File: config.mk
export PLATFORM = sky130hd
export DESIGN_NAME = rxfsb_bank
export DESIGN_NICKNAME = d
export VERILOG_FILES = /design/src/verilog/rxfsb_pkg.sv /design/src/verilog/rxfsb_bank.sv
export SDC_FILE = /design/constraint.sdc
export NUM_CORES = 1
export LEC_CHECK = 0
export BUFFER_PORTS_ARGS = -buffer_cell sky130_fd_sc_hd__buf_2
export CAP_MARGIN = 20
export CORE_MARGIN = 2
export CORE_UTILIZATION = 48
export CTS_CLUSTER_DIAMETER = 40
export DETAILED_ROUTE_END_ITERATION = 12
export PLACE_DENSITY = 0.71
export SLEW_MARGIN = 20
export SYNTH_ARGS = -nofsm -noshare
export SYNTH_HDL_FRONTEND = slang
export SYNTH_SLANG_ARGS = --single-unit
File: constraint.sdc
create_clock -name ref_clk -period 4.3 [get_ports ref_clk]
set_input_delay 0.215 -clock ref_clk [delete_from_list [all_inputs] [get_ports ref_clk]]
set_output_delay 0.215 -clock ref_clk [all_outputs]
set_load 0.01 [all_outputs]
File: src/verilog/rxfsb_pkg.sv
package rxfsb_pkg;

  // ----------------------------------------
  // Register addresses
  // ----------------------------------------
  localparam logic [7:0] CH1_QUEUE_ADDR = 8'h30;
  localparam logic [7:0] CH1_LEVEL_ADDR = 8'h31;
  localparam logic [7:0] CH1_COND_ADDR = 8'h32;
  localparam logic [7:0] CH2_QUEUE_ADDR = 8'h40;
  localparam logic [7:0] CH2_LEVEL_ADDR = 8'h41;
  localparam logic [7:0] CH2_COND_ADDR = 8'h42;
  localparam logic [7:0] TONE_QUEUE_ADDR = 8'h50;
  localparam logic [7:0] TONE_LEVEL_ADDR = 8'h51;
  localparam logic [7:0] TONE_COND_ADDR = 8'h52;

  // ----------------------------------------
  // Sizes, reset values, field positions
  // ----------------------------------------
  localparam int QUEUE_DEPTH = 32;
  localparam int PTR_W = 5;
  localparam int CNT_W = 6;
  localparam logic [7:0] LEVEL_RESET = 8'h1f;
  localparam logic [15:0] COND_RESET = 16'h0000;
  localparam int OVF_BIT = 15;
  localparam int UDF_BIT = 14;
  localparam int FILL_LSB = 8;
  localparam int TRIG_BIT = 7;
  localparam int LEVEL_W = 5;

  // Channel mode select (two bits per main channel)
  typedef enum logic [1:0] {
    RXFSB_AIS_WIDE = 2'b00,
    RXFSB_AIS_NARROW = 2'b01,
    RXFSB_DSC = 2'b10,
    RXFSB_RESV = 2'b11
  } rxfsb_mode_t;

  // Byte offered by one receive source
  typedef struct packed {
    logic valid;
    logic [7:0] data;
  } rxfsb_byte_t;

  // Host register access request
  typedef struct packed {
    logic rd;
    logic wr;
    logic [7:0] addr;
    logic [7:0] wdata;
  } rxfsb_req_t;

endpackage

File: src/verilog/rxfsb_bank.sv
`timescale 1ns/1ps
`default_nettype none

module rxfsb_bank
  import rxfsb_pkg::*;
(
  input wire logic ref_clk,
  input wire logic rst_b,
  input wire logic clkEn,
  input wire rxfsb_req_t hostReq,
  output logic [15:0] hostRdData,
  input wire rxfsb_byte_t ch1Byte,
  input wire rxfsb_byte_t ch2Byte,
  input wire rxfsb_byte_t extToneByte,
  input wire rxfsb_mode_t ch1Mode,
  input wire rxfsb_mode_t ch2Mode,
  input wire logic [2:0] ch1AisState,
  input wire logic [2:0] ch2AisState,
  output logic [2:0] triggerIrq,
  output logic [2:0] errorIrq
);

  // ----------------------------------------
  // Source steering
  // ----------------------------------------
  rxfsb_byte_t pushIn [3];

  // A channel in DSC mode feeds the tone queue instead of its own
  always_comb begin
    pushIn[0] = ch1Byte;
    pushIn[1] = ch2Byte;
    pushIn[0].valid = ch1Byte.valid && (ch1Mode != RXFSB_DSC);
    pushIn[1].valid = ch2Byte.valid && (ch2Mode != RXFSB_DSC);
    // Channel one wins, then channel two, then the external demodulator
    if (ch1Byte.valid && ch1Mode == RXFSB_DSC) begin
      pushIn[2] = ch1Byte;
    end else if (ch2Byte.valid && ch2Mode == RXFSB_DSC) begin
      pushIn[2] = ch2Byte;
    end else begin
      pushIn[2] = extToneByte;
    end
  end

  // ----------------------------------------
  // Address decode
  // ----------------------------------------
  logic [7:0] queueAddr [3];
  logic [7:0] levelAddr [3];
  logic [7:0] condAddr [3];

  // Fixed register addresses, indexed by queue number
  assign queueAddr[0] = CH1_QUEUE_ADDR;
  assign queueAddr[1] = CH2_QUEUE_ADDR;
  assign queueAddr[2] = TONE_QUEUE_ADDR;
  assign levelAddr[0] = CH1_LEVEL_ADDR;
  assign levelAddr[1] = CH2_LEVEL_ADDR;
  assign levelAddr[2] = TONE_LEVEL_ADDR;
  assign condAddr[0] = CH1_COND_ADDR;
  assign condAddr[1] = CH2_COND_ADDR;
  assign condAddr[2] = TONE_COND_ADDR;

  // ----------------------------------------
  // Per-queue state
  // ----------------------------------------
  // Storage is not reset; the pointers and the fill count say which words are live
  logic [7:0] mem [3][QUEUE_DEPTH];
  logic [PTR_W-1:0] rdPtr_reg [3];
  logic [PTR_W-1:0] wrPtr_reg [3];
  logic [CNT_W-1:0] count_reg [3];
  logic [7:0] level_reg [3];
  logic ovf_reg [3];
  logic udf_reg [3];

  // Assembled status words and head bytes, read by the output mux
  logic [15:0] cond [3];
  logic [7:0] head [3];

  // One-cycle strobes decoded from the host request, the source bytes and the fill count
  logic popReq [3];
  logic condRd [3];
  logic doPush [3];
  logic doPop [3];
  logic isFull [3];
  logic isEmpty [3];

  // ----------------------------------------
  // Per-queue logic
  // ----------------------------------------
  for (genvar q = 0; q < 3; q++) begin : gQueue
    logic [2:0] stateField;
    assign stateField = (q == 2) ? 3'h0 : ((q == 0) ? ch1AisState : ch2AisState);

    assign isFull[q] = (count_reg[q] == CNT_W'(QUEUE_DEPTH));
    assign isEmpty[q] = (count_reg[q] == '0);
    assign popReq[q] = hostReq.rd && (hostReq.addr == queueAddr[q]);
    assign condRd[q] = hostReq.rd && (hostReq.addr == condAddr[q]);
    assign doPush[q] = pushIn[q].valid && !isFull[q];
    assign doPop[q] = popReq[q] && !isEmpty[q];
    assign head[q] = mem[q][rdPtr_reg[q]];

    // Storage array; no reset needed, pointers define contents
    always_ff @(posedge ref_clk) begin
      if (clkEn && doPush[q]) begin
        mem[q][wrPtr_reg[q]] <= pushIn[q].data;
      end
    end

    // Pointers and fill count
    always_ff @(posedge ref_clk or negedge rst_b) begin
      if (!rst_b) begin
        rdPtr_reg[q] <= '0;
        wrPtr_reg[q] <= '0;
        count_reg[q] <= '0;
      end else if (clkEn) begin
        if (doPush[q]) begin
          wrPtr_reg[q] <= wrPtr_reg[q] + PTR_W'(1);
        end
        if (doPop[q]) begin
          rdPtr_reg[q] <= rdPtr_reg[q] + PTR_W'(1);
        end
        if (doPush[q] && !doPop[q]) begin
          count_reg[q] <= count_reg[q] + CNT_W'(1);
        end else if (doPop[q] && !doPush[q]) begin
          count_reg[q] <= count_reg[q] - CNT_W'(1);
        end
      end
    end

    // ----------------------------------------
    // Trigger level
    // ----------------------------------------
    // Write-only trigger level; upper bits stored but ignored
    always_ff @(posedge ref_clk or negedge rst_b) begin
      if (!rst_b) begin
        level_reg[q] <= LEVEL_RESET;
      end else if (clkEn && hostReq.wr && hostReq.addr == levelAddr[q]) begin
        level_reg[q] <= hostReq.wdata;
      end
    end

    // ----------------------------------------
    // Error flags and status word
    // ----------------------------------------
    // Sticky error flags; a new event beats the read-clear
    always_ff @(posedge ref_clk or negedge rst_b) begin
      if (!rst_b) begin
        ovf_reg[q] <= 1'b0;
        udf_reg[q] <= 1'b0;
      end else if (clkEn) begin
        if (pushIn[q].valid && isFull[q]) begin
          ovf_reg[q] <= 1'b1;
        end else if (condRd[q]) begin
          ovf_reg[q] <= 1'b0;
        end
        if (popReq[q] && isEmpty[q]) begin
          udf_reg[q] <= 1'b1;
        end else if (condRd[q]) begin
          udf_reg[q] <= 1'b0;
        end
      end
    end

    // Status word assembly; bits 6-3 always zero
    always_comb begin
      cond[q] = COND_RESET;
      cond[q][OVF_BIT] = ovf_reg[q];
      cond[q][UDF_BIT] = udf_reg[q];
      cond[q][FILL_LSB +: CNT_W] = count_reg[q];
      cond[q][TRIG_BIT] = count_reg[q] > {1'b0, level_reg[q][LEVEL_W-1:0]};
      cond[q][2:0] = stateField;
    end

    // Interrupt sources are plain levels; any edge detection is the host's
    assign triggerIrq[q] = cond[q][TRIG_BIT];
    assign errorIrq[q] = ovf_reg[q] | udf_reg[q];
  end

  // ----------------------------------------
  // Read data
  // ----------------------------------------
  logic [15:0] rdMux;

  // Empty queue reads return zero
  always_comb begin
    rdMux = 16'h0000;
    // At most one address matches, so the order of the tests is free
    for (int i = 0; i < 3; i++) begin
      if (popReq[i] && !isEmpty[i]) begin
        rdMux = {8'h00, head[i]};
      end
      if (condRd[i]) begin
        rdMux = cond[i];
      end
    end
  end

  // Registered so data output is glitch free; one cycle latency
  always_ff @(posedge ref_clk or negedge rst_b) begin
    if (!rst_b) begin
      hostRdData <= 16'h0000;
    end else if (clkEn && hostReq.rd) begin
      hostRdData <= rdMux;
    end
  end

endmodule

`default_nettype wire

* Word level (Yosys, flattened, before mapping)
Memory sizes are Yosys's and may differ from the RTL's.
Cells that the tools add are included.
** Operators by class
- Add/sub/neg operators :: 12
- Multipliers :: 0
- Divide/modulo/power cells :: 0
- Magnitude comparators :: 12
- Equality and inequality tests :: 16
- Shifts and indexed selects :: 0
- Multiplexer cells :: 44
- Bitwise logic cells :: 9
- Reduce and logical (&&, ||, !) cells :: 78
** Operator list (number)
- 256-bit two-way mux :: 3
- 8-bit binary-select mux with 5-bit select :: 3
- 8-bit demux with 5-bit select :: 3
- 16-bit two-way mux :: 5
- 8-bit two-way mux :: 10
- 8-bit by 7-bit equality test with 1-bit output, second input constant :: 6
- 1-bit logical AND :: 39
- 6-bit >= comparator, second input constant :: 6
- 6-bit two-way mux :: 6
- 5-bit NOT with 6-bit output :: 6
- 5-bit by 1-bit adder with 5-bit output, second input constant :: 6
- 2-bit AND reduction :: 15
- 8-bit by 6-bit equality test with 1-bit output, second input constant :: 3
- 6-bit by 1-bit adder with 6-bit output, second input constant :: 3
- 6-bit equality test, second input constant :: 3
- 6-bit by 5-bit > comparator with 1-bit output :: 3
- 6-bit zero test :: 3
- 6-bit by 1-bit < comparator with 1-bit output, second input constant :: 3
- 9-bit two-way mux :: 2
- 2-bit nonzero test :: 9
- 6-bit by 1-bit subtractor with 6-bit output, second input constant :: 3
- 1-bit zero test :: 12
- 1-bit two-way mux :: 12
- 2-bit equality test, second input constant :: 2
- other kinds (2) :: 5
** Word-level totals
- Bits in registers :: 85
- Bits in latches :: 0
- RAM bits :: 768
- Bits in read-only memories :: 0
- Memories kept :: 1
** Memories
- mem :: words 3, width 256, rd ports 3, clocked after Yosys merged registers in 0, write ports 3, RTL line rxfsb_bank.sv:66 : logic [7:0] mem [3][QUEUE_DEPTH];

* Logic depth before layout (Yosys ltp)
Gate-level depths: netlist of the first run.
- Depth after elaboration :: 10
- Mapped depth :: 14
- Mapped depth without buffers :: 14

* Worst setup path before layout of the first run
Ideal clock, no wire load.
- Path type :: reg2reg
- From :: register count_reg, in the netlist cond[12]
- To :: register count_reg, in the netlist cond[13]
- Library setup time :: 0.123 ns
- Data arrival time :: 2.993 ns
- Setup slack :: 1.185 ns
- Cell stages (with the launch flop) :: 15
- Path buffers :: 0
- Clock period less this slack :: 3.115 ns
- Cells stage by stage :: dfrtp_1 or4_1 nor3_1 nor4_2 inv_1 ha_1 inv_1 ha_1 a21o_1 a21oi_1 o21bai_1 a21oi_1 xnor2_1 nor2_1 xnor2_1
** Between the ends
- Longest elaborated chain between the ends :: 7
** Ends and longest elaborated chain
- start: declaration :: RTL line rxfsb_bank.sv:69 : logic [CNT_W-1:0] count_reg [3];
- start signal: indexed assignment :: RTL line rxfsb_bank.sv:122 : count_reg[q] <= count_reg[q] + CNT_W'(1);
- start signal: indexed assignment :: RTL line rxfsb_bank.sv:124 : count_reg[q] <= count_reg[q] - CNT_W'(1);
- parallel branches: the longest is 7 deep, another holds 6-bit by 1-bit subtractor with 6-bit output
Parallel ways; which one is timed is not known. The select of a mux whose other input is x is not followed.
A chain may end at the register's enable or synchronous reset.

* Final worst setup path of the first run
Ends and elaborated chain as after synthesis.

==> key figures, run 1 <==
Timing
  • Fmax: between 0.2 and 0.3 GHz
  • RSZ-0062 raised after global routing: false
  • Fin crit share: a little over four fifths
  • Max Clock Skew: between 0.05 and 0.06 ns
  • Setup TNS: 0 ns
  • Final setup viols: 0
  • Hold WS: ~0.06 ns
  • Final Max Tran Viols: 0
  • Pin slew with the least headroom to its limit: between 1 and 1.5 ns
  • Fin. Hold Viols: 0
  • Final min period: about 3.6 ns
  • Slew Limit Headroom: roughly 30%

Placed design
  • Post-DP HPWL: 53.0 mm
  • DP Cell Count: a little under 3,000
  • Port Buf Inserts: 76
  • Routability cong.: around 0.90

Pwr
  • Leakage power: about 0.013 uW
  • Maximum VDD drop: around 0.00037 V
  • Pwr dens: around 500 mW/mm^2

Global routing
  • Vias in the first global route: ~19,000
  • Wire length of the first global-routing pass: 121 mm
  • Total track usage: around 22%
  • Largest net degree at the start of global routing: between 60 and 70
  • Gr ovfl total: 0
  • Initial antenna violation count: 2

Final layout
  • N_diodes: 0
  • Area Overhead vs Synth: 15.1%
  • Nets: 2,191
  • Max reg flops: roughly 770
  • Layout Cells excl Fill: approximately 3,100
  • Layout cells sized above 1: approximately a quarter

Synthesis
  • Synth unique cells: 64
  • Post-synth ARST share: roughly a tenth
  • Top cells by count, synth: edfxtp_1, mux4_2, nor2_1
  • Synth top area share: between 60% and 70%
  • Ys Warns: 0
  • Number of synthesized flops with an enable pin: between 700 and 800
  • Synth Area per Inst: around 18 um^2
  • #FFs+latches synth: 853
  • Main synth FF type: edfxtp_1
  • Syn nets: 2,053
  • Synth area leaders: edfxtp_1, mux4_2, dfrtp_1
  • Register area share after synthesis: slightly above 70%
  • Mapped Area: around 0.035 mm^2
  • Synth area leader: edfxtp_1
  • Cells after Synth: between 1,500 and 2,000
  • Most frequent cell after synthesis: edfxtp_1

Worst setup path
  • CP max FO: 5
  • Worst r2r path cells: 14
  • CP Launch Type: flip-flop
  • Reg-to-Reg End: cond[13]
  • Critical path type: flip-flop to flip-flop
  • FF-to-FF setup slack: approximately 0.66 ns
  • Critical Path AT: 4.21 ns
  • Worst EP required: 4.87 ns
  • Reg2reg start: cond[12]
  • Max incr delay on CP: between 0.5 and 0.6 ns
  • Slowest CP cell: or4_1
  • Crit. End Element: flip-flop
  • CP cell instances: or4_1 -> nor3_1 -> nor4_2 -> inv_1 -> ha_1 -> inv_1 -> ha_1 -> a21o_1 -> a21oi_1 -> o21bai_1 -> a21oi_1 -> xnor2_1 -> nor2_1 -> xnor2_1
  • CP top delay family: simple AND/OR/NAND/NOR gates
  • CP Buf/Inv Count: 2

Routing
  • Post-DR wirelength/cell: approximately 26 um
  • DRT Pass-1 Iters: 6
  • # DRC: 0
  • ANT nets after route: 0
  • Routed WL: between 80 and 90 mm
  • Metal-1 WL: between 30 and 40 mm
  • Met2 routed WL: about 39 mm
  • Metal3 WL: 7.94 mm
  • Initial DRC Count: just under 2,000
  • Vias per std cell: approximately 6.0
  • Top layer in use: met5
  • Via Count: around 19,000

Hold path
  • Type of the worst min-delay path: primary input to flip-flop
  • Cells on Worst Hold Path: 4
  • HP Start: ch2Mode[1]
  • Min-Delay Endpoint: cond[31]

Floorplanning
  • Die Area: roughly 0.075 mm^2
  • Core area: a little over 0.07 mm^2
  • Die Ht: 274 um
  • Std cell rows: between 90 and 100
  • Initial core utilization: ~48%
  • Die W: approximately 270 um
  • I/O Pins: 80

Clocking
  • CTS sink cnt: approximately 850
  • H-tree depth: 3
  • Worst-skew pair later-pin latency: approximately 0.69 ns
  • Post-CTS setup buffers: 0
  • CTS buffer count: 104
  • Clock-pin slew on the worst setup and hold paths: 0.06 ns
  • Clock tree from TritonCTS: built
  • CTS Buffer Depth: 3
  • Clk root buf: clkbuf_16

Flow run
  • MaxCap Viol Count: 0

Outcome
  • Status: finished, final reports clean
## layer usage
metal / track usage [%] / vias to the layer above
li1: - / 8067
met1: 30.1 / 9703
met2: 34.7 / 840
met3: 5.74 / 135
met4: 7.28 / 2
met5: 0 / -
## worst min-delay path, stage by stage
cell	delay (ns)
buf_2	0.09
nand2b_1	0.16
nand3_1	0.15
o21ai_0	0.07
## cell usage in the layout, fill, tap and decap left out, types with 7 or more instances in the layout
| cell | Yosys | routed |
|---|---|---|
| a211oi_1 | 14 | 14 |
| clkbuf_16 | 0 | 104 |
| a31oi_1 | 10 | 10 |
| a21oi_1 | 36 | 36 |
| clkinvlp_4 | 0 | 11 |
| nand3_1 | 26 | 26 |
| edfxtp_1 | 768 | 768 |
| or2_2 | 10 | 10 |
| or3_1 | 7 | 7 |
| and2_1 | 9 | 9 |
| a22oi_1 | 18 | 18 |
| xnor2_1 | 29 | 29 |
| mux2_2 | 15 | 15 |
| ha_1 | 45 | 45 |
| nand4_1 | 11 | 11 |
| clkinv_2 | 0 | 17 |
| mux2i_1 | 84 | 84 |
| nand2_1 | 105 | 105 |
| o21ai_2 | 0 | 8 |
| xor2_1 | 10 | 10 |
| o211ai_1 | 9 | 9 |
| nor2b_1 | 17 | 17 |
| inv_1 | 37 | 37 |
| a222oi_1 | 10 | 10 |
| dlygate4sd3_1 | 0 | 13 |
| inv_6 | 0 | 17 |
| dfrtp_1 | 70 | 64 |
| nand2b_1 | 8 | 8 |
| nand3b_1 | 11 | 11 |
| buf_2 | 30 | 75 |
| o21ai_0 | 63 | 55 |
| nor3_1 | 11 | 11 |
| mux4_2 | 184 | 184 |
| buf_4 | 13 | 44 |
| clkbuf_1 | 49 | 8 |
| dfstp_2 | 15 | 15 |
| clkinv_4 | 0 | 9 |
| bufinv_16 | 0 | 14 |
| nor2_1 | 143 | 143 |
## power breakdown
| part | internal (uW) | total, uW | switching [uW] | leakage (uW) |
|---|---|---|---|---|
| combinational | 682 | 1790 | 1100 | 0.00337 |
| clock | 5440 | 9050 | 3600 | 0.00177 |
| sequential | 9450 | 9840 | 390 | 0.00796 |
## how the worst max path moves through the flow
stage              from  endpoint  slack (ns)  depth (start not counted)
2_1_floorplan  cond[12]  cond[13]        1.18                         14
3_3_place_gp   cond[41]  cond[45]        0.82                         13
3_5_place_dp   cond[12]  cond[13]        0.73                         14
4_1_cts        cond[12]  cond[13]        0.72                         14
5_1_grt        cond[10]  cond[13]        0.46                         14
6_report       cond[12]  cond[13]        0.66                         14
## per-stage QoR
| stage | utilization (%) | setup slack [ns] | power (uW) | cell area, um^2 |
|---|---|---|---|---|
| finish | 55.6 | 0.662 | 20700 | 40400 |
| global route | 55.6 | 0.462 | 21300 | 40400 |
| CTS | 55.6 | 0.715 | 20700 | 40400 |
| detailed placement | 50.4 | 0.728 | 11700 | 36600 |
| global placement | 50.4 | 0.816 | 11600 | 36600 |
| floorplan | - | 1.18 | 11000 | 35100 |
## layout make-up
| type | count | area [um^2] |
|---|---|---|
| Clock buffer | 115 | 2670 |
| Clock inverter | 82 | 992 |
| Fill cell | 5479 | 32200 |
| Inverter | 38 | 143 |
| Multi-Input combinational cell | 955 | 9260 |
| Sequential cell | 853 | 25200 |
| Tap cell | 959 | 1200 |
| Timing Repair Buffer | 133 | 856 |
## what timing repair did
action                                 CTS  global route
setup endpoints to repair                0             0
resized for setup                        0             0
hold buffers                            13             0
endpoints found under the hold margin   66             0
## cell families after synthesis
group,synth area share [%]
AO/OA/AOI/OAI,3.62
adder cells (fa/ha/maj),1.78
XOR/XNOR,0.974
buffers and inverters,1.76
multiplexers,14.7
flip-flops,71.9
AND/OR/NAND/NOR,5.26
(Power assumes the default switching activity.)
==> run 2, diff against run 1 <==
--- a/config.mk
+++ b/config.mk
@@ -11,7 +11,7 @@
 export CORE_UTILIZATION = 48
 export CTS_CLUSTER_DIAMETER = 40
 export DETAILED_ROUTE_END_ITERATION = 12
-export PLACE_DENSITY = 0.71
+export PLACE_DENSITY = 0.73
 export SLEW_MARGIN = 20
 export SYNTH_ARGS = -nofsm -noshare
 export SYNTH_HDL_FRONTEND = slang
==> constraint.sdc (replaced) <==
create_clock -name ref_clk -period 3.15 [get_ports ref_clk]
set_input_delay 0.1575 -clock ref_clk [delete_from_list [all_inputs] [get_ports ref_clk]]
set_output_delay 0.1575 -clock ref_clk [all_outputs]
set_load 0.01 [all_outputs]
==> key figures, run 2 (synthesized netlist as in run 1, its figures left out) <==
Outcome
  • Status: finished, final reports clean

Final layout
  • Multi-input gate area: 0.00931 mm^2
  • Commonest non-fill, non-tap cell in the layout: edfxtp_1
  • Most frequent cells in the layout: edfxtp_1, buf_4, mux4_2
  • Register area: roughly 0.025 mm^2
  • Layout Cells excl Fill: approximately 3,300
  • Max reg flops: around 770
  • Layout cells sized above 1: around 31%
  • Filler Cell Count: 5,316
  • Design area: ~0.042 mm^2
  • Nets: around 2,400
  • Area Overhead vs Synth: 18.8%

Routing
  • ANT nets after route: 0
  • Initial DRC Count: ~2,200
  • Routed WL: approximately 86 mm
  • # DRC: 0
  • Vias per std cell: between 5 and 6
  • Via Count: between 15,000 and 20,000
  • Post-DR wirelength/cell: between 20 and 30 um
  • DRT Pass-1 Iters: 7

Worst setup path
  • Critical Path AT: 3.56 ns
  • Crit. End Element: flip-flop
  • CP cell instances: or4_1 -> nor3_1 -> nand3b_1 -> ha_1 -> inv_1 -> buf_4 -> buf_4 -> fa_1 -> a21oi_1 -> nor2_1 -> nor2_1 -> xor2_1 -> o21ai_0
  • Max incr delay on CP: approximately 0.57 ns
  • CP max FO: 3
  • Slowest CP cell: or4_1
  • CP top delay family: simple AND/OR/NAND/NOR gates
  • CP Launch Type: flip-flop
  • CP Buf/Inv Count: 3
  • Worst EP required: roughly 3.7 ns
  • Critical path type: flip-flop to flip-flop

Clocking
  • CTS Buffer Depth: 3
  • CTS sink cnt: 853
  • Clock tree from TritonCTS: built
  • H-tree depth: 3
  • Clk root buf: clkbuf_16
  • Clock-pin slew on the worst setup and hold paths: 0.06 ns
  • Worst-skew pair later-pin latency: around 0.66 ns
  • CTS buffer count: roughly 100

Hold path
  • Type of the worst min-delay path: primary input to flip-flop

Floorplanning
  • I/O Pins: 80
  • Initial core utilization: about 48%
  • Die Ht: 274 um
  • Die Area: between 0.07 and 0.08 mm^2
  • Core area: 0.0726 mm^2
  • Std cell rows: a little under 100
  • Die W: 274 um

Timing
  • Final Max Tran Viols: 0
  • Fmax: ~0.33 GHz
  • Final setup viols: 0
  • Fin. Hold Viols: 0
  • Pin slew with the least headroom to its limit: slightly below 0.9 ns
  • Max Clock Skew: 0.0355 ns
  • Final WS setup: 0.126 ns
  • Slew Limit Headroom: around two fifths
  • Final min period: about 3 ns
  • Fin crit share: around 96%
  • Hold WS: 0.0132 ns

Pwr
  • Leakage power: 0.0139 uW
  • Design Power: between 20,000 and 30,000 uW
  • Switch share: roughly a quarter
  • Maximum VDD drop: around 0.00048 V
  • Pwr dens: between 600 and 700 mW/mm^2
  • Sequential share of power: a little under half
  • NetSw: between 6000 and 7000 uW
  • Internal power: ~21,000 uW
  • Clock power share: 42.2%
  • Combinational Power Share: 10.4%

Placed design
  • Port Buf Inserts: 76
  • Routability cong.: about 0.92
  • DP Cell Count: between 3,000 and 4,000
  • Post-DP HPWL: 57.7 mm
  • Placed Area: roughly 0.038 mm^2
  • Post-place setup slack: roughly 0.023 ns

Global routing
  • Largest net degree at the start of global routing: 48
  • Wire length of the first global-routing pass: roughly 130 mm
  • Gr ovfl total: 0
  • Initial antenna violation count: 3
  • Total track usage: a little under a quarter
  • Vias in the first global route: a little under 20,000

Flow run
  • MaxCap Viol Count: 0
run 2: cell count changes in the layout (fill, tap and decap cells not counted), moves of 3 or more:
cell / delta
a21oi_1: -3
a21oi_2: +3
buf_12: +4
buf_4: +171
bufinv_16: -4
clkinv_1: +4
clkinv_2: -4
clkinv_8: +3
clkinvlp_4: +3
dlygate4sd3_1: +4
inv_6: -3
run 2: metal layers:
metal | GRT usage, % | vias up | routed length, um
li1 | - | 8409 | -
met1 | 31.2 | 10200 | 33600
met2 | 38.6 | 918 | 42700
met3 | 3.84 | 147 | 7090
met4 | 7.59 | 4 | 2380
met5 | 0 | - | 20
run 2: tightest hold or removal path: stages:
cell and delay (ns):
buf_2 0.08, nand2b_1 0.12, nand3_1 0.15, o21ai_0 0.10
run 2: worst paths after layout:
check	startpoint	endpoint	slack (ns)	cells after the start
worst max register to register	cond[41]	cond[44]	0.13	13
worst min-delay path	ch1Mode[1]	cond[47]	0.01	4
worst max-delay path	cond[41]	cond[44]	0.13	13
max in group asynchronous	rst_b	level_reg[9]	2.22	3
min in group asynchronous	rst_b	cond[44]	0.12	2
worst min register to register	hostRdData[11]	hostRdData[11]	0.48	2
run 2: per-stage QoR:
stage	TNS (ns)	util, %
after global routing	-0.0158	57.3
after CTS	0	57.3
after global placement	0	52.2
final	0	57.4
after detailed placement	0	52.2
after floorplan	0	-
run 2: area by class of cell:
class                      instances  share of cell area (%)
tap                              959                    2.88
clock buffer                     113                    6.25
sequential                       853                    60.6
timing repair buffer             312                    5.43
multi-input combinational        955                    22.4
inverter                          38                   0.343
clock inverter                    80                    2.12
antenna                            2                  0.0120
run 2: what timing repair did:
action,CTS,global route
buffers inserted,0,1
gates resized for setup,0,12
setup endpoints to repair,0,3
endpoints found under the hold margin,95,0
hold buffers,17,0
run 2: power by group through the flow:
stage          registers (uW)  logic [uW]  clock network (uW)
3_3_place_gp            13400        2680                   0
4_1_cts                 13300        2850               12000
5_1_grt                 13300        3170               12400
6_report                13300        2900               11800
3_5_place_dp            13500        2810                   0
2_1_floorplan           13300        1730                   0
